<file path="src/rtl/charger_pkg.sv">
`default_nettype none
package charger_pkg;

  // ==========================================================
  // register map (byte addresses)
  localparam logic [7:0] CONTROL_ADDR = 8'h00;
  localparam logic [7:0] STATUS_ADDR = 8'h04;
  localparam logic [7:0] EVENT_ADDR = 8'h08;
  localparam logic [7:0] MASK_ADDR = 8'h0c;
  localparam logic [7:0] TIMER_ADDR = 8'h10;

  // ==========================================================
  // control fields
  localparam int CTL_BOOST_BIT = 0;
  localparam int CTL_FC_LSB = 8;
  localparam int FC_W = 8;
  localparam logic [31:0] CONTROL_RESET = 32'h0000_ff00;
  localparam logic [31:0] MASK_RESET = 32'h0000_0000;

  // ==========================================================
  // event bits
  localparam int EV_STATE = 0;
  localparam int EV_TIMER_FAULT = 1;
  localparam int EV_TEMP_SUSPEND = 2;
  localparam int EV_DIE_SHUTDOWN = 3;
  localparam int EV_W = 4;

  // ==========================================================
  // timing
  localparam int CLOCK_HZ = 100_000_000;
  localparam int PRECHARGE_TIMEOUT_MS = 30;
  localparam int PRECHARGE_TIMEOUT_CYC = PRECHARGE_TIMEOUT_MS * (CLOCK_HZ / 1000);
  localparam int FOLD_STEP_US = 10;
  localparam int FOLD_STEP_CYC = FOLD_STEP_US * (CLOCK_HZ / 1_000_000);
  localparam int TIMER_W = 32;

  typedef enum logic [2:0] {
    ST_DISABLED,
    ST_DEAD_BATTERY,
    ST_PRECHARGE,
    ST_FAST_CC,
    ST_TIMER_FAULT
  } charge_state_t;

  typedef struct packed {
    logic input_valid;
    logic above_low;
    logic above_high;
    logic thermistor_out_of_range;
    logic thermistor_grounded;
    logic die_over_regulation;
    logic die_over_shutdown;
  } sense_t;

  typedef struct packed {
    logic switcher_on;
    logic dead_battery_linear;
    logic system_linear;
    logic boost_on;
    logic [FC_W-1:0] current_target;
  } drive_t;

endpackage : charger_pkg
`default_nettype wire

</file>
<file path="src/rtl/charger_state_control.sv">
// The implementer's own choices: the register offsets and the AHB-Lite interface to the registers.
`default_nettype none
module charger_state_control #(
  parameter int PRECHARGE_CYCLES = charger_pkg::PRECHARGE_TIMEOUT_CYC
) (
  input wire logic i_clock,
  input wire logic i_rst,
  input wire charger_pkg::sense_t i_sense,
  input wire logic i_hsel,
  input wire logic [31:0] i_haddr,
  input wire logic [1:0] i_htrans,
  input wire logic i_hwrite,
  input wire logic [2:0] i_hsize,
  input wire logic [31:0] i_hwdata,
  input wire logic i_hready,
  output logic [31:0] o_hrdata,
  output logic o_hreadyout,
  output logic o_hresp,
  output var charger_pkg::drive_t o_drive,
  output logic o_irq
);

  // ==========================================================
  // input synchronisers
  charger_pkg::sense_t sense;
  sync2 #(.W($bits(charger_pkg::sense_t))) u_sync (
    .i_clock(i_clock),
    .i_rst(i_rst),
    .i_d(i_sense),
    .o_q(sense)
  );

  // ==========================================================
  // bus slave state
  logic wr_pend_r, wr_pend_nxt;
  logic [7:0] wr_addr_r, wr_addr_nxt;
  logic [31:0] control_r, control_nxt;
  logic [charger_pkg::EV_W-1:0] event_r, event_nxt;
  logic [charger_pkg::EV_W-1:0] mask_r, mask_nxt;
  logic [31:0] rdata_r, rdata_nxt;
  logic [charger_pkg::EV_W-1:0] ev_set;
  logic [charger_pkg::EV_W-1:0] ev_clr;
  logic [31:0] status_word;

  // ==========================================================
  // charger state
  charger_pkg::charge_state_t state_r, state_nxt;
  logic [charger_pkg::TIMER_W-1:0] timer_r, timer_nxt;
  logic [charger_pkg::FC_W-1:0] target_r, target_nxt;
  logic [15:0] fold_cnt_r, fold_cnt_nxt;
  logic suspend_r, suspend_nxt;
  logic shut_r, shut_nxt;
  charger_pkg::drive_t drive_r, drive_nxt;

  logic suspend;
  logic [charger_pkg::FC_W-1:0] fc_set;
  logic [charger_pkg::FC_W-1:0] floor;
  logic boost_en;

  assign fc_set = control_r[charger_pkg::CTL_FC_LSB +: charger_pkg::FC_W];
  assign floor = fc_set >> 2; // quarter of the programmed current
  assign boost_en = control_r[charger_pkg::CTL_BOOST_BIT];
  // grounded sensor overrides the window comparator
  assign suspend = i_rst ? 1'b0 :
    (sense.thermistor_out_of_range & ~sense.thermistor_grounded);

  always_comb begin
    state_nxt = state_r;
    timer_nxt = timer_r;
    if (!sense.input_valid) begin
      state_nxt = charger_pkg::ST_DISABLED;
    end else begin
      unique case (state_r)
        charger_pkg::ST_DISABLED: begin
          timer_nxt = '0;
          state_nxt = sense.above_low ? charger_pkg::ST_PRECHARGE
                                      : charger_pkg::ST_DEAD_BATTERY;
        end
        charger_pkg::ST_DEAD_BATTERY: begin
          timer_nxt = '0;
          if (sense.above_low) begin
            state_nxt = charger_pkg::ST_PRECHARGE;
          end
        end
        charger_pkg::ST_PRECHARGE: begin
          if (sense.above_high) begin
            state_nxt = charger_pkg::ST_FAST_CC;
          end else if (!suspend) begin
            // held while suspended, no fault from the pause
            if (timer_r >= charger_pkg::TIMER_W'(PRECHARGE_CYCLES - 1)) begin
              state_nxt = charger_pkg::ST_TIMER_FAULT;
            end else begin
              timer_nxt = timer_r + 1'b1;
            end
          end
        end
        charger_pkg::ST_FAST_CC: begin
          state_nxt = charger_pkg::ST_FAST_CC;
        end
        charger_pkg::ST_TIMER_FAULT: begin
          state_nxt = charger_pkg::ST_TIMER_FAULT;
        end
        default: begin
          state_nxt = charger_pkg::ST_DISABLED;
        end
      endcase
    end
  end

  // ==========================================================
  // die temperature foldback
  always_comb begin
    target_nxt = target_r;
    fold_cnt_nxt = fold_cnt_r;
    shut_nxt = sense.die_over_shutdown;
    if (!sense.die_over_regulation) begin
      target_nxt = fc_set;
      fold_cnt_nxt = '0;
    end else if (target_r > floor) begin
      if (fold_cnt_r >= 16'(charger_pkg::FOLD_STEP_CYC - 1)) begin
        fold_cnt_nxt = '0;
        target_nxt = target_r - 1'b1;
      end else begin
        fold_cnt_nxt = fold_cnt_r + 1'b1;
      end
    end else begin
      target_nxt = floor;
    end
  end

  // ==========================================================
  // outputs to the analog side
  always_comb begin
    drive_nxt = '0;
    suspend_nxt = suspend;
    drive_nxt.current_target = target_r;
    // boost needs software enable, never started on its own
    drive_nxt.boost_on = ~sense.input_valid & boost_en;
    // paths drop with the input, on the same edge as state_r goes to ST_DISABLED
    if (sense.input_valid && !suspend && !shut_r) begin
      unique case (state_r)
        charger_pkg::ST_DEAD_BATTERY: begin
          drive_nxt.dead_battery_linear = 1'b1;
        end
        charger_pkg::ST_PRECHARGE: begin
          drive_nxt.dead_battery_linear = 1'b1;
          drive_nxt.system_linear = 1'b1;
        end
        charger_pkg::ST_FAST_CC: begin
          drive_nxt.switcher_on = 1'b1;
        end
        default: begin
          drive_nxt.switcher_on = 1'b0;
        end
      endcase
    end
  end

  // ==========================================================
  // events
  always_comb begin
    ev_set = '0;
    ev_set[charger_pkg::EV_STATE] = (state_nxt != state_r);
    ev_set[charger_pkg::EV_TIMER_FAULT] =
      (state_nxt == charger_pkg::ST_TIMER_FAULT) &&
      (state_r != charger_pkg::ST_TIMER_FAULT);
    ev_set[charger_pkg::EV_TEMP_SUSPEND] = suspend & ~suspend_r;
    ev_set[charger_pkg::EV_DIE_SHUTDOWN] = sense.die_over_shutdown & ~shut_r;
    ev_clr = '0;
    if (wr_pend_r && (wr_addr_r == charger_pkg::EVENT_ADDR)) begin
      ev_clr = i_hwdata[charger_pkg::EV_W-1:0];
    end
  end

  // ==========================================================
  // sticky event bits
  // set wins over a clear in the same cycle, so no event is lost
  for (genvar gi = 0; gi < charger_pkg::EV_W; gi++) begin : g_event
    assign event_nxt[gi] = ev_set[gi] | (event_r[gi] & ~ev_clr[gi]);
  end

  // ==========================================================
  // register writes, applied in the data phase
  always_comb begin
    control_nxt = control_r;
    mask_nxt = mask_r;
    if (wr_pend_r) begin
      unique case (wr_addr_r)
        charger_pkg::CONTROL_ADDR: control_nxt = i_hwdata;
        charger_pkg::MASK_ADDR: mask_nxt = i_hwdata[charger_pkg::EV_W-1:0];
        default: control_nxt = control_r;
      endcase
    end
  end

  // ==========================================================
  // address phase and read data
  assign status_word = {26'h000_0000, suspend_r, shut_r, 1'b0, state_r};

  always_comb begin
    wr_pend_nxt = 1'b0;
    wr_addr_nxt = wr_addr_r;
    rdata_nxt = rdata_r;
    if (i_hsel && i_hready && i_htrans[1]) begin
      wr_pend_nxt = i_hwrite;
      wr_addr_nxt = i_haddr[7:0];
      // next values, so a read right behind a write sees that write
      unique case (i_haddr[7:0])
        charger_pkg::CONTROL_ADDR: rdata_nxt = control_nxt;
        charger_pkg::STATUS_ADDR: rdata_nxt = status_word;
        charger_pkg::EVENT_ADDR: rdata_nxt = {28'h000_0000, event_nxt};
        charger_pkg::MASK_ADDR: rdata_nxt = {28'h000_0000, mask_nxt};
        charger_pkg::TIMER_ADDR: rdata_nxt = timer_r;
        default: rdata_nxt = 32'h0000_0000;
      endcase
    end
  end

  // ==========================================================
  // charger state registers
  always_ff @(posedge i_clock) begin
    if (i_rst) begin
      state_r <= charger_pkg::ST_DISABLED;
      timer_r <= '0;
    end else begin
      state_r <= state_nxt;
      timer_r <= timer_nxt;
    end
  end

  // ==========================================================
  // foldback registers
  always_ff @(posedge i_clock) begin
    if (i_rst) begin
      target_r <= '0;
      fold_cnt_r <= '0;
      shut_r <= 1'b0;
    end else begin
      target_r <= target_nxt;
      fold_cnt_r <= fold_cnt_nxt;
      shut_r <= shut_nxt;
    end
  end

  // ==========================================================
  // drive registers
  always_ff @(posedge i_clock) begin
    if (i_rst) begin
      suspend_r <= 1'b0;
      drive_r <= '0;
    end else begin
      suspend_r <= suspend_nxt;
      drive_r <= drive_nxt;
    end
  end

  // ==========================================================
  // software registers
  always_ff @(posedge i_clock) begin
    if (i_rst) begin
      control_r <= charger_pkg::CONTROL_RESET;
      mask_r <= charger_pkg::MASK_RESET[charger_pkg::EV_W-1:0];
      event_r <= '0;
    end else begin
      control_r <= control_nxt;
      mask_r <= mask_nxt;
      event_r <= event_nxt;
    end
  end

  // ==========================================================
  // bus access registers
  always_ff @(posedge i_clock) begin
    if (i_rst) begin
      wr_pend_r <= 1'b0;
      wr_addr_r <= '0;
      rdata_r <= '0;
    end else begin
      wr_pend_r <= wr_pend_nxt;
      wr_addr_r <= wr_addr_nxt;
      rdata_r <= rdata_nxt;
    end
  end

  assign o_drive = drive_r;
  assign o_hrdata = rdata_r;
  assign o_hreadyout = 1'b1;
  assign o_hresp = 1'b0;
  assign o_irq = |(event_r & mask_r);

endmodule : charger_state_control
`default_nettype wire

</file>
<file path="src/rtl/sync2.sv">
`default_nettype none
module sync2 #(
  parameter int W = 1
) (
  input wire logic i_clock,
  input wire logic i_rst,
  input wire logic [W-1:0] i_d,
  output logic [W-1:0] o_q
);
  logic [W-1:0] meta_r;
  logic [W-1:0] q_r;

  always_ff @(posedge i_clock) begin
    if (i_rst) begin
      meta_r <= '0;
      q_r <= '0;
    end else begin
      meta_r <= i_d;
      q_r <= meta_r;
    end
  end

  assign o_q = q_r;
endmodule : sync2
`default_nettype wire

</file>
<file path="config.mk">
export PLATFORM = sky130hd
export DESIGN_NAME = charger_state_control
export DESIGN_NICKNAME = d
export VERILOG_FILES = /design/src/rtl/charger_pkg.sv /design/src/rtl/charger_state_control.sv /design/src/rtl/sync2.sv
export SDC_FILE = /design/constraint.sdc
export NUM_CORES = 1
export LEC_CHECK = 0
export ABC_AREA = 1
export ABC_CLOCK_PERIOD_IN_PS = 5280
export CAP_MARGIN = 30
export CORE_ASPECT_RATIO = 0.9
export CORE_UTILIZATION = 65
export DETAILED_ROUTE_END_ITERATION = 10
export DONT_BUFFER_PORTS = 1
export PLACE_DENSITY = 0.8
export SYNTH_ARGS = -nofsm -noshare
export SYNTH_HDL_FRONTEND = slang
export SYNTH_SLANG_ARGS = --single-unit
</file>
<file path="constraint.sdc">
create_clock -name i_clock -period 5.28 [get_ports i_clock]
set_input_delay 1.056 -clock i_clock [delete_from_list [all_inputs] [get_ports i_clock]]
set_output_delay 1.056 -clock i_clock [all_outputs]
set_load 0.02 [all_outputs]
</file>
# ---- Word-level counts from Yosys, hierarchy flattened
# Index checks and enable logic that the tools add are counted.
dict set report totals {
  reg_bits 168
  input_bits 81
  output_inout_bits 47
  word_cells 110
}
dict set report classes {
  add_sub_neg 3
  magnitude_cmp 3
  eq_ne 17
  muxes 25
  bitwise 24
  reduce_logical 19
}
# op count
set op_table {}
lappend op_table {{2-to-1 mux 32 bit} 5}
lappend op_table {{one-hot mux 32 bit (5 select lines)} 1}
lappend op_table {{one-hot mux 32 bit (2 select lines)} 1}
lappend op_table {{adder 32 x 1 -> 32 bit, second input constant} 1}
lappend op_table {{== test 8 x 4 -> 1 bit, second input constant} 4}
lappend op_table {{greater-or-equal comparator 32 x 22 -> 1 bit, second input constant} 1}
lappend op_table {{2-to-1 mux 8 bit} 3}
lappend op_table {{adder 16 x 1 -> 16 bit, second input constant} 1}
lappend op_table {{greater-or-equal comparator 16 x 10 -> 1 bit, second input constant} 1}
lappend op_table {{logical NOT 8 bit} 2}
lappend op_table {{2-to-1 mux 16 bit} 1}
lappend op_table {{2-to-1 mux 3 bit} 5}
lappend op_table {{one-hot mux 3 bit (5 select lines)} 1}
lappend op_table {{2-to-1 mux 4 bit} 3}
lappend op_table {{NOT 1 bit} 11}
lappend op_table {{OR reduction 2 bit} 5}
lappend op_table {{AND 1 bit} 8}
lappend op_table {{== test 8 x 3 -> 1 bit, second input constant} 1}
lappend op_table {{== test 8 x 5 -> 1 bit, second input constant} 1}
lappend op_table {{> comparator 8 x 6 -> 1 bit} 1}
lappend op_table {{subtractor 8 x 1 -> 8 bit, second input constant} 1}
lappend op_table {{== test 3 x 2 -> 1 bit, second input constant} 2}
lappend op_table {{== test 3 bit, second input constant} 2}
lappend op_table {{logical AND 1 bit} 6}
lappend op_table {{other kinds (13)} 23}

# ---- Logic depth before layout (Yosys ltp)
# Gate-level depths: netlist of run 1.
dict set report logic_depth {
  depth_word 11
  ltp_mapped 21
  ltp_nobuf 21
}

# ---- Hierarchy
# A second synthesis of run 1 with hierarchy kept.
dict set report unflattened {
  hier_cells 940
  area_unflattened_um2 7114.3
}
# mod instances cells_each area_each_um2 seq_area_each_um2
set by_module_without_submodules {}
lappend by_module_without_submodules {charger_state_control 1 897 6717.7 3083.0}
lappend by_module_without_submodules {sync2 1 43 396.6 280.3}

# ---- Worst setup path before layout of run 1
# No wires, ideal clock.
dict set report synth_timing {
  path_type {input to register}
  startpoint {input i_rst}
  endpoint {register timer_r[18] (netlist name)}
  setup_ps 119
  arrival_time_ps 2213
  t_required_ps 5161
  path_slack_ps 2948
  cell_stages 11
  n_path_buf 0
  cell_sequence {nor3_1 -> a21oi_2 -> nand2_1 -> nand2_4 -> inv_4 -> nor2_4 -> nand3_2 -> nor2_2 -> nand3_2 -> nor3b_1 -> nor2_1}
}
dict set report synth_between {
  elab_chain_cells 3
}
# element line
set synth_lines {}
lappend synth_lines {{from (decl)} charger_state_control.sv:7} ;# input wire logic i_rst,
lappend synth_lines {{2-to-1 mux 1 bit} charger_state_control.sv:64} ;# assign suspend = i_rst ? 1'b0 :
lappend synth_lines {{inequality test 2 bit (no source line)} --}
lappend synth_lines {{AND reduction 5 bit (no source line)} --}
lappend synth_lines {{to (signal assigned)} charger_state_control.sv:227} ;# timer_r <= timer_nxt;
lappend synth_lines {{to (decl)} charger_state_control.sv:48} ;# logic [charger_pkg::TIMER_W-1:0] timer_r, timer_nxt;
# Several ways; a longest one is shown, not always the timed one.
# A chain may end at the register's enable or synchronous reset.

# ---- Worst setup path after layout of run 1
dict set report layout_timing {
  startpoint {register control_r[11]}
  endpoint {register target_r[6] (netlist name)}
}
dict set report layout_between {
  elab_chain_cells 3
  elab_cells_between_ends 4
  cone_classes {order compare: 1; eq/ne: 1; mux: 2}
}
# element line
set layout_lines {}
lappend layout_lines {{from (decl)} charger_state_control.sv:37} ;# logic [31:0] control_r, control_nxt;
lappend layout_lines {{from (signal assigned)} charger_state_control.sv:261} ;# control_r <= charger_pkg::CONTROL_RESET;
lappend layout_lines {{from (signal assigned)} charger_state_control.sv:265} ;# control_r <= control_nxt;
lappend layout_lines {{> comparator 8 x 6 -> 1 bit (*)} charger_state_control.sv:119} ;# end else if (target_r > floor) begin
lappend layout_lines {{2-to-1 mux 8 bit} charger_state_control.sv:119}
lappend layout_lines {{2-to-1 mux 8 bit} charger_state_control.sv:116} ;# if (!sense.die_over_regulation) begin
lappend layout_lines {{to (signal assigned)} charger_state_control.sv:239} ;# target_r <= target_nxt;
lappend layout_lines {{to (decl)} charger_state_control.sv:49} ;# logic [charger_pkg::FC_W-1:0] target_r, target_nxt;
# Every way passes the cells marked *; elsewhere a longest branch is shown, timed or not.

==> metrics.md, run 1 <==
| Metric | Value |
|---|---|
| Run status | completed |
| Sink Count | 168 |
| Library cells used by synthesis | 46 |
| Port bufs | 0 |
| Pwr per Cell Area | approximately 330 nW/um2 |
| Placed Area | about 7300 um2 |
| Routability cong. | 0.877 |
| Layout Cells excl Fill | 1079 |
| EDFF count, synth | 0 |
| Pleak | 3.23 nW |
| Commonest non-fill, non-tap cell in the layout | nand2_1 |
| Setup TNS | 0 ns |
| Vias in the first global route | between 5000 and 6000 |
| Die area | 11500 um2 |
| Unrepaired setup endpoints after global routing | no |
| Final setup fails | 0 |
| Via density | 5.72 |
| Max-slew headroom | 49.2% |
| Main synth FF type | dfxtp_1 |
| Wire per inst | 15.7 um |
| Rows | 36 |
| Clock insertion delay at the later pin of the skew report | ~0.43 ns |
| Final Routed Wirelength | between 15 and 20 mm |
| FMAX | 330 MHz |
| Register area share after synthesis | 46.7% |
| Final min period | 3.03 ns |
| Final worst slack | 2.25 ns |
| Clk root buf | clkbuf_16 |
| Global-route wire length before repair | 27.0 mm |
| Post-cts sizing count | 0 |
| Core area | 10800 um2 |
| Die Y | 102 um |
| Reg clk slew, reported paths | 0.07 ns |
| Placed cells | 1046 |
| Tot GR Track Use | 30.0% |
| First-pass DRT Iterations | 5 |
| DRC | 0 |
| DR iter-0 viols | 481 |
| Clock Skews | 0.00963 ns |
| Share of flip-flops with an asynchronous set or reset | 0% |
| Cells after synthesis | between 900 and 1000 |
| GR Overflow Total | 0 |
| Max-Cap Viols | 0 |
| Post-Syn Area per Cell | 7.60 um2 |
| Crit share post-route | 57.4% |
| Hold Buf Count CTS | 0 |
| Commonest cells after routing, fill and taps aside | nand2_1 (198), dfxtp_1 (168), inv_1 (108), nor2_1 (101), a21oi_1 (74) |
| CP max stage delay | slightly below 0.6 ns |
| Fin. Hold Viols | 0 |
| Max VDD drop | 0.221 mV |
| Post-Syn Nets | 1038 |
| Final net count | 1022 |
| Area grow syn2layout | 9.31% |
| Cell mode on critical path | nand2_1 |
| Die width | about 110 um |
| Slew @ Worst Pin | 0.759 ns |
| CTS tree | yes |
| Critical Path Start Type | register |
| CP required | about 5.6 ns |
| Initial antenna violation count | 0 |
| Critical Path AT | 3.34 ns |
| H-tree depth | 4 |
| Max Slew Vio Count | 0 |
| CP cell instances | inv_1, ha_1, inv_1, nor2_1, o21ai_0, nand2_1, nand2_1, nand4_1, nand2_1, clkinv_1, nand2_1, a211oi_1, a221oi_1, nor2_1 |
| Setup crit end kind | register |
| Setup Buffers After CTS | 0 |
| Final ANT Viol Nets | 0 |
| Largest net degree at the start of global routing | between 100 and 150 |
| Filler cell count | 861 |
| Initial Util | 66.6% |
| Vias | 6173 |
| Place WS | ~2.4 ns |
| Post-layout util | 72.8% |
| Yosys reg bits | 168 |
| Worst Path Buf+Inv | 3 |
| Final HPWL from detailed placement | 11.8 mm |
| Worst-case clock buffer depth | 2 |
| Area of the mapped netlist | 7200 um2 |
| CP max stage cell | nand2_1 |
| Crit-path max FO | 24 |
| Share of layout cells above drive strength 1 | about 7.7% |
| Delay-heaviest family, CP | simple AND/OR/NAND/NOR gates |
| Final non-filler cell area | 7870 um2 |
| CTS buffer count | 17 |
| Hold crit path type | register to register |
| Synth warn | 0 |
| Crit Path Category | register to register |
| Io pins | 128 |
==> stage by stage <==
step	total power, W	hold WS [ns]
2_1_floorplan	0.00142	0.388
3_3_place_gp	0.00143	0.396
3_5_place_dp	0.00143	0.402
4_1_cts	0.00263	0.410
5_1_grt	0.00269	0.424
6_report	0.00261	0.407
==> logic make-up after synthesis <==
family,synth area share [%]
and+or+nand+nor,24.5
muxes,3.48
DFF,46.7
xor gates and xnor gates,0.851
adders and majority gates,1.56
AOI/OAI and AO/OA,14.1
buffers and inverters,8.64
other,0.104
==> flip-flops by register name, indices dropped and copies added (netlist names) <==
| register | cells |
|---|---|
| control_r | 32 |
| o_hrdata | 32 |
| timer_r | 32 |
| fold_cnt_r | 16 |
| o_drive | 12 |
| target_r | 8 |
| wr_addr_r | 8 |
| u_sync.meta_r | 7 |
| u_sync.o_q | 7 |
| event_r | 4 |
| mask_r | 4 |
| state_r | 3 |
| shut_r | 1 |
| suspend_r | 1 |
| wr_pend_r | 1 |
==> layer usage <==
metal | GRT usage [%] | vias up | wire [um]
met5 | 0 | - | 0
met4 | 13.1 | 0 | 419
met3 | 10.5 | 35 | 1360
met2 | 49.7 | 218 | 7860
met1 | 35.9 | 2850 | 7290
li1 | - | 3070 | -
==> tightest hold or removal path, delay by kind of cell (launching register included) <==
kind / cells / cell delay (ns)
DFF: 1 / 0.30
buffers and inverters: 1 / 0.04
and+or+nand+nor: 1 / 0.03
==> worst paths after layout <==
check / slack (ns) / depth (start not counted) / endpoint / startpoint
hold / removal: 0.41 / 2 / u_sync.o_q[6]$_SDFF_PP0_ / u_sync.meta_r[6]$_SDFF_PP0_
hold reg to reg: 0.41 / 2 / u_sync.o_q[6]$_SDFF_PP0_ / u_sync.meta_r[6]$_SDFF_PP0_
setup reg to reg: 2.25 / 14 / target_r[6]$_SDFFE_PP0P_ / control_r[11]$_SDFF_PP1_
setup / recovery: 2.25 / 14 / target_r[6]$_SDFFE_PP0P_ / control_r[11]$_SDFF_PP1_
==> synthesized netlist by cell type (2+ instances only) <==
cell type | count | area share, %
nor3b_1 | 3 | 0.31
o21a_1 | 5 | 0.52
a31oi_1 | 5 | 0.43
nor2_2 | 4 | 0.35
nand2_4 | 2 | 0.31
a211oi_1 | 6 | 0.63
nand3_2 | 6 | 0.83
nand3_1 | 22 | 1.5
clkinv_1 | 4 | 0.21
dfxtp_1 | 168 | 47
clkbuf_1 | 31 | 1.6
mux2i_1 | 25 | 3.5
inv_2 | 8 | 0.42
nand4_1 | 11 | 0.96
xnor2_1 | 2 | 0.24
ha_1 | 9 | 1.6
nor3_1 | 33 | 2.3
nor2_1 | 101 | 5.3
o21ai_0 | 45 | 3.1
a221oi_1 | 2 | 0.24
xor2_1 | 5 | 0.61
a21oi_1 | 74 | 5.1
a22oi_1 | 3 | 0.31
nor2_4 | 2 | 0.31
nor3_2 | 3 | 0.42
a21oi_2 | 2 | 0.24
o22ai_1 | 24 | 2.1
o21ai_1 | 2 | 0.14
nand2_2 | 3 | 0.26
nor4_1 | 5 | 0.43
inv_1 | 108 | 5.6
o211ai_1 | 5 | 0.52
buf_4 | 2 | 0.21
nand2_1 | 198 | 10
o2111ai_1 | 3 | 0.36
buf_2 | 6 | 0.42
conb_1 | 2 | 0.10
==> layout make-up <==
class | instances | area [um2] | area share (%)
flip-flops and latches | 168 | 3360 | 42.7
clock buffers | 18 | 439 | 5.58
multi-input cells | 619 | 3230 | 41.0
well taps | 133 | 166 | 2.11
repair buffers | 5 | 77.6 | 0.986
clock inverters | 14 | 140 | 1.78
diodes | 1 | 2.50 | 0.0318
inverters | 121 | 457 | 5.80
==> power by group <==
part | internal (W) | total, W | switching [W]
clock network | 0.000672 | 0.00120 | 0.000532
registers | 0.00129 | 0.00131 | 0.0000178
logic | 0.0000308 | 0.000102 | 0.0000714
(Power assumes the default switching activity.)
==> inputs of run 2 (changes only) <==
- ABC_AREA: 1 -> 0
- ABC_CLOCK_PERIOD_IN_PS: 5280 -> 2900
- CORE_UTILIZATION: 65 -> 63
- PLACE_DENSITY: 0.8 -> 0.78
- clock period: 5.28 -> 2.9 ns (I/O delays scaled with it)
==> metrics.md, run 2 <==
| Metric | Value |
|---|---|
| Commonest non-fill, non-tap cell in the layout | dfxtp_1 |
| Commonest cells after routing, fill and taps aside | dfxtp_1 (168), nor2_1 (95), nand2_1 (79), o21ai_0 (44), mux2i_1 (38) |
| Post-synth top cells | dfxtp_1 (168), nor2_1 (96), nand2_1 (79), o21ai_0 (44), mux2i_1 (38) |
| CTS buffer count | 17 |
| Crit share post-route | 84.8% |
| Reg clk slew, reported paths | 0.06 ns |
| Tot GR Track Use | 28.4% |
| Initial Util | about two thirds |
| Filler cell count | 863 |
| Share of layout cells above drive strength 1 | 6.79% |
| GR Overflow Total | 0 |
| First-pass DRT Iterations | 5 |
| Post-cts sizing count | 0 |
| Wire per inst | 16.9 um |
| Critical Path AT | 2.76 ns |
| Setup TNS | 0 ns |
| Critical Path Start Type | register |
| Rows | 36 |
| Layout Cells excl Fill | 947 |
| Share of flip-flops with an asynchronous set or reset | 0% |
| Via density | ~6 |
| Worst Reg2Reg Path Length in Cells | 6 |
| Diode count | 0 |
| Port bufs | 0 |
| Synth warn | 0 |
| Main synth FF type | dfxtp_1 |
| Synth top area cells | dfxtp_1 (47%), mux2i_1 (5.3%), nor2_1 (5.0%), nand2_1 (4.1%), a22o_1 (3.2%) |
| Reg2reg start | timer_r[25]$_SDFFE_PP0P_ |
| Io pins | 128 |
| Die Y | 103 um |
| Worst-case clock buffer depth | 2 |
| Final HPWL from detailed placement | 11.0 mm |
| Pleak | about 3.1 nW |
| CP required | 3.20 ns |
| Setup crit end kind | register |
| Final hold slack | ~0.22 ns |
| Max VDD drop | just under 0.5 mV |
| Post-synth top area share | 46.9% |
| FF/Latch Area | 3360 um2 |
| Reg-to-reg slack, setup | 0.44 ns |
| Vias | between 5000 and 6000 |
| Yosys reg bits | 168 |
| Setup Buffers After CTS | 0 |
| CTS tree | yes |
| Place WS | around 0.45 ns |
| Die width | between 100 and 150 um |
| DR iter-0 viols | between 400 and 500 |
| Clock Skews | 0.0107 ns |
| Pwr per Cell Area | approximately 600 nW/um2 |
| Final worst slack | between 0.4 and 0.5 ns |
| Area grow syn2layout | 8.59% |
| Max Slew Vio Count | 0 |
| Slew @ Worst Pin | 0.774 ns |
| Hold crit path type | input pin to register |
| Worst r2r dst | timer_r[20]$_SDFFE_PP0P_ |
| Run status | completed |
| Final setup fails | 0 |
| Min-delay src | i_rst |
| Hold Buf Count CTS | 0 |
| Final net count | slightly below 900 |
| Vias in the first global route | 5307 |
| Fin. Hold Viols | 0 |
| Final ANT Viol Nets | 0 |
| Leading area contributor after synthesis | dfxtp_1 |
| FMAX | roughly 400 MHz |
| Die area | 11800 um2 |
| Footprint of the multi-input gates | 3580 um2 |
| DRC | 0 |
| Placed cells | about 920 |
| H-tree depth | 4 |
| Library cells used by synthesis | 66 |
| Routability cong. | roughly 0.9 |
| Area of the mapped netlist | about 7200 um2 |
| Max-Cap Viols | 0 |
| Clk root buf | clkbuf_16 |
| Post-Syn Nets | 892 |
| Clock insertion delay at the later pin of the skew report | approximately 0.43 ns |
| Most frequent cell after synthesis | dfxtp_1 |
| Largest net degree at the start of global routing | between 100 and 150 |
| Final Routed Wirelength | about 16 mm |
| Sink Count | ~170 |
| Initial antenna violation count | 0 |
| Unrepaired setup endpoints after global routing | no |
| Core area | 10900 um2 |
| Global-route wire length before repair | around 26 mm |
| Max-slew headroom | 48.2% |
| Crit Path Category | register to register |
| Crit-path max FO | 7 |
| Register area share after synthesis | between 40% and 50% |
| EDFF count, synth | 0 |
| Cells after synthesis | roughly 800 |
| Final min period | 2.46 ns |
| Worst Hold Path EP | timer_r[0]$_SDFFE_PP0P_ |
| Post-Syn Area per Cell | 8.93 um2 |
| Hold depth | 1 |
[run 2: through the flow]
stage,total power (W),area [um2],utilization (%)
floorplan,0.00259,7160,-
global placement,0.00259,7230,66.0
detailed placement,0.00260,7230,66.0
CTS,0.00470,7780,71.1
global route,0.00483,7780,71.1
finish,0.00467,7780,71.1
[run 2: area by class of cell]
class	instances	share of cell area, %
Clock inverter	12	1.51
Inverter	12	0.579
Tap cell	152	2.44
Multi-Input combinational cell	577	46.0
Timing Repair Buffer	6	0.579
Clock buffer	20	5.61
Sequential cell	168	43.2
[run 2: report_power, final]
group | leakage [nW] | total (W) | switching, W | internal (W)
registers | 1.36 | 0.00239 | 0.0000415 | 0.00235
clock network | 0.263 | 0.00212 | 0.000928 | 0.00119
logic | 1.43 | 0.000161 | 0.0000950 | 0.0000662
total | 3.06 | 0.00467 | 0.00106 | 0.00360
[run 2: critical path: stages, from the launching register on]
cell,delay [ns]
dfxtp_1,0.32
nor4_1,0.36
nand3_1,0.32
o41ai_2,0.75
nand3_1,0.26
o211ai_1,0.23
o31ai_1,0.09
[run 2: kinds of logic (layout without fill, tap and decap cells)]
logic type	count (synthesis)	count (layout)	synth area share (%)
simple gates	340	340	24.2
flops	168	168	46.9
compound gates	164	164	15.7
buf+inv	57	50	3.23
mux	38	38	5.31
xor+xnor	24	24	2.93
fa+ha+maj	9	9	1.57
other cells	2	2	0.105
[run 2: worst max-delay path by stage]
stage,startpoint,endpoint,slack [ns],cells after the start
after floorplan,control_r[12]$_SDFF_PP1_,fold_cnt_r[0]$_SDFFE_PP0N_,0.76,9
after global routing,timer_r[25]$_SDFFE_PP0P_,timer_r[20]$_SDFFE_PP0P_,0.25,6
final,timer_r[25]$_SDFFE_PP0P_,timer_r[20]$_SDFFE_PP0P_,0.44,6
after CTS,timer_r[25]$_SDFFE_PP0P_,timer_r[20]$_SDFFE_PP0P_,0.44,6
after detailed placement,timer_r[25]$_SDFFE_PP0P_,timer_r[20]$_SDFFE_PP0P_,0.45,6
after global placement,i_haddr[7],o_hrdata[0]$_SDFFE_PP0P_,0.59,6
[run 2: per-layer routing]
layer  global-route usage, %  up-vias  part of all wire [%]
li1                        -     2786                     -
met1                    35.8     2742                    45
met2                    46.6      191                    47
met3                    6.70       30                   5.8
met4                    12.6        0                   2.1
met5                       0        -                     0
==> inputs of run 3 (changes only) <==
- ABC_CLOCK_PERIOD_IN_PS: 2900 -> 2600
- clock period: 2.9 -> 2.6 ns (I/O delays scaled with it)
==> metrics.md, run 3 (same netlist as run 2, synthesis figures left out) <==
| Metric | Value |
|---|---|
| Run status | completed |
| FMAX | 426 MHz |
| Crit-path max FO | 8 |
| Crit share post-route | 90.3% |
| CTS buffer count | 17 |
| Area grow syn2layout | 9.94% |
| Placed cells | approximately 920 |
| Final net count | 879 |
| Die Y | between 100 and 150 um |
| Worst-case clock buffer depth | 2 |
| Final setup fails | 0 |
| Worst r2r dst | timer_r[17]$_SDFFE_PP0P_ |
| Initial antenna violation count | 0 |
| Diode count | 0 |
| Io pins | around 130 |
| Unrepaired setup endpoints after global routing | no |
| Vias in the first global route | 5347 |
| Via density | just over 6 |
| Worst Hold Path EP | wr_addr_r[1]$_SDFFE_PP0P_ |
| Max-Cap Viols | 0 |
| H-tree depth | 4 |
| Filler cell count | 883 |
| Final ANT Viol Nets | 0 |
| Reg2reg start | timer_r[31]$_SDFFE_PP0P_ |
| Sink Count | 168 |
| Final min period | 2.35 ns |
| Max VDD drop | approximately 0.52 mV |
| Hold depth | 1 |
| Vias | 5782 |
| Setup TNS | 0 ns |
| Min-delay src | i_rst |
| Tot Pwr | 0.00533 W |
| Final hold slack | between 0.15 and 0.2 ns |
| Wire per inst | approximately 17 um |
| Clock insertion delay at the later pin of the skew report | 0.43 ns |
| Global-route wire length before repair | 26.5 mm |
| Tot GR Track Use | 29.1% |
| First-pass DRT Iterations | 6 |
| Clk root buf | clkbuf_16 |
| DRC | 0 |
| Setup Buffers After CTS | 0 |
| Max-slew headroom | between 40% and 50% |
| Worst Reg2Reg Path Length in Cells | 6 |
| Fin. Hold Viols | 0 |
| Commonest non-fill, non-tap cell in the layout | dfxtp_1 |
| Die area | 11800 um2 |
| Routability cong. | 0.901 |
| Critical Path AT | around 2.7 ns |
| Largest net degree at the start of global routing | 103 |
| Die width | 114 um |
| Initial Util | 65.5% |
| Port bufs | 0 |
| Core area | ~11000 um2 |
| Reg clk slew, reported paths | 0.07 ns |
| Post-cts sizing count | 0 |
| Final HPWL from detailed placement | 11.2 mm |
| Rows | 36 |
| Setup crit end kind | register |
| Pwr per Cell Area | 676 nW/um2 |
| Reg-to-reg slack, setup | approximately 0.25 ns |
| Crit Path Category | register to register |
| DR iter-0 viols | 517 |
| Layout Cells excl Fill | 954 |
| Hold Buf Count CTS | 0 |
| Placed Area | 7290 um2 |
| Share of layout cells above drive strength 1 | 7.86% |
| Commonest cells after routing, fill and taps aside | dfxtp_1 (168), nor2_1 (95), nand2_1 (79), o21ai_0 (44), mux2i_1 (38) |
| CTS tree | yes |
| CP required | 2.96 ns |
| Slew @ Worst Pin | 0.773 ns |
| Hold crit path type | input pin to register |
| Final non-filler cell area | 7880 um2 |
| GR Overflow Total | 0 |
| Max Slew Vio Count | 0 |
| Pleak | 3.12 nW |
| Final Routed Wirelength | 16.4 mm |
| Clock Skews | 0.00844 ns |
| Critical Path Start Type | register |
## run 3: area by class of cell
cell class | instances | area (um2) | area share [%]
inverters | 12 | 45.0 | 0.572
flip-flops and latches | 168 | 3360 | 42.7
repair buffers | 13 | 110 | 1.40
multi-input cells | 577 | 3580 | 45.5
well taps | 152 | 190 | 2.41
clock buffers | 19 | 443 | 5.62
clock inverters | 13 | 143 | 1.81
## run 3: critical path, cell delays in order (launching register included)
cell       delay [ns]
dfxtp_1          0.34
nor4_1           0.33
nand3_1          0.32
a2111oi_4        0.45
o21ai_2          0.18
or4_1            0.51
a21oi_1          0.15
## run 3: how the worst max path moves through the flow
stage	from	endpoint	slack, ns	cells after the start
2_1_floorplan	control_r[12]$_SDFF_PP1_	fold_cnt_r[0]$_SDFFE_PP0N_	0.46	9
3_3_place_gp	i_haddr[7]	o_hrdata[0]$_SDFFE_PP0P_	0.35	6
3_5_place_dp	i_haddr[7]	o_hrdata[0]$_SDFFE_PP0P_	0.24	6
4_1_cts	timer_r[31]$_SDFFE_PP0P_	timer_r[17]$_SDFFE_PP0P_	0.25	6
5_1_grt	timer_r[25]$_SDFFE_PP0P_	timer_r[17]$_SDFFE_PP0P_	0.08	6
6_report	timer_r[31]$_SDFFE_PP0P_	timer_r[17]$_SDFFE_PP0P_	0.25	6
## run 3: report_power, final
part	internal, W	switching (W)	total [W]	leakage [nW]
Clock	0.00145	0.00103	0.00248	0.285
Combinational	0.0000785	0.000112	0.000190	1.47
Sequential	0.00262	0.0000431	0.00266	1.36
Total	0.00414	0.00118	0.00533	3.12
## run 3: per-stage QoR
stage               utilization, %  setup WS, ns
finish                        72.0         0.252
global route                  72.0        0.0766
CTS                           72.0         0.247
detailed placement            66.6         0.244
global placement              66.6         0.345
floorplan                        -         0.462
## run 3: routing by layer
layer	global-route usage [%]	up-vias	share of wire (%)
li1	-	2800	-
met1	37.4	2732	44
met2	45.8	210	46
met3	8.05	40	6.5
met4	13.8	0	2.9
met5	0	-	0
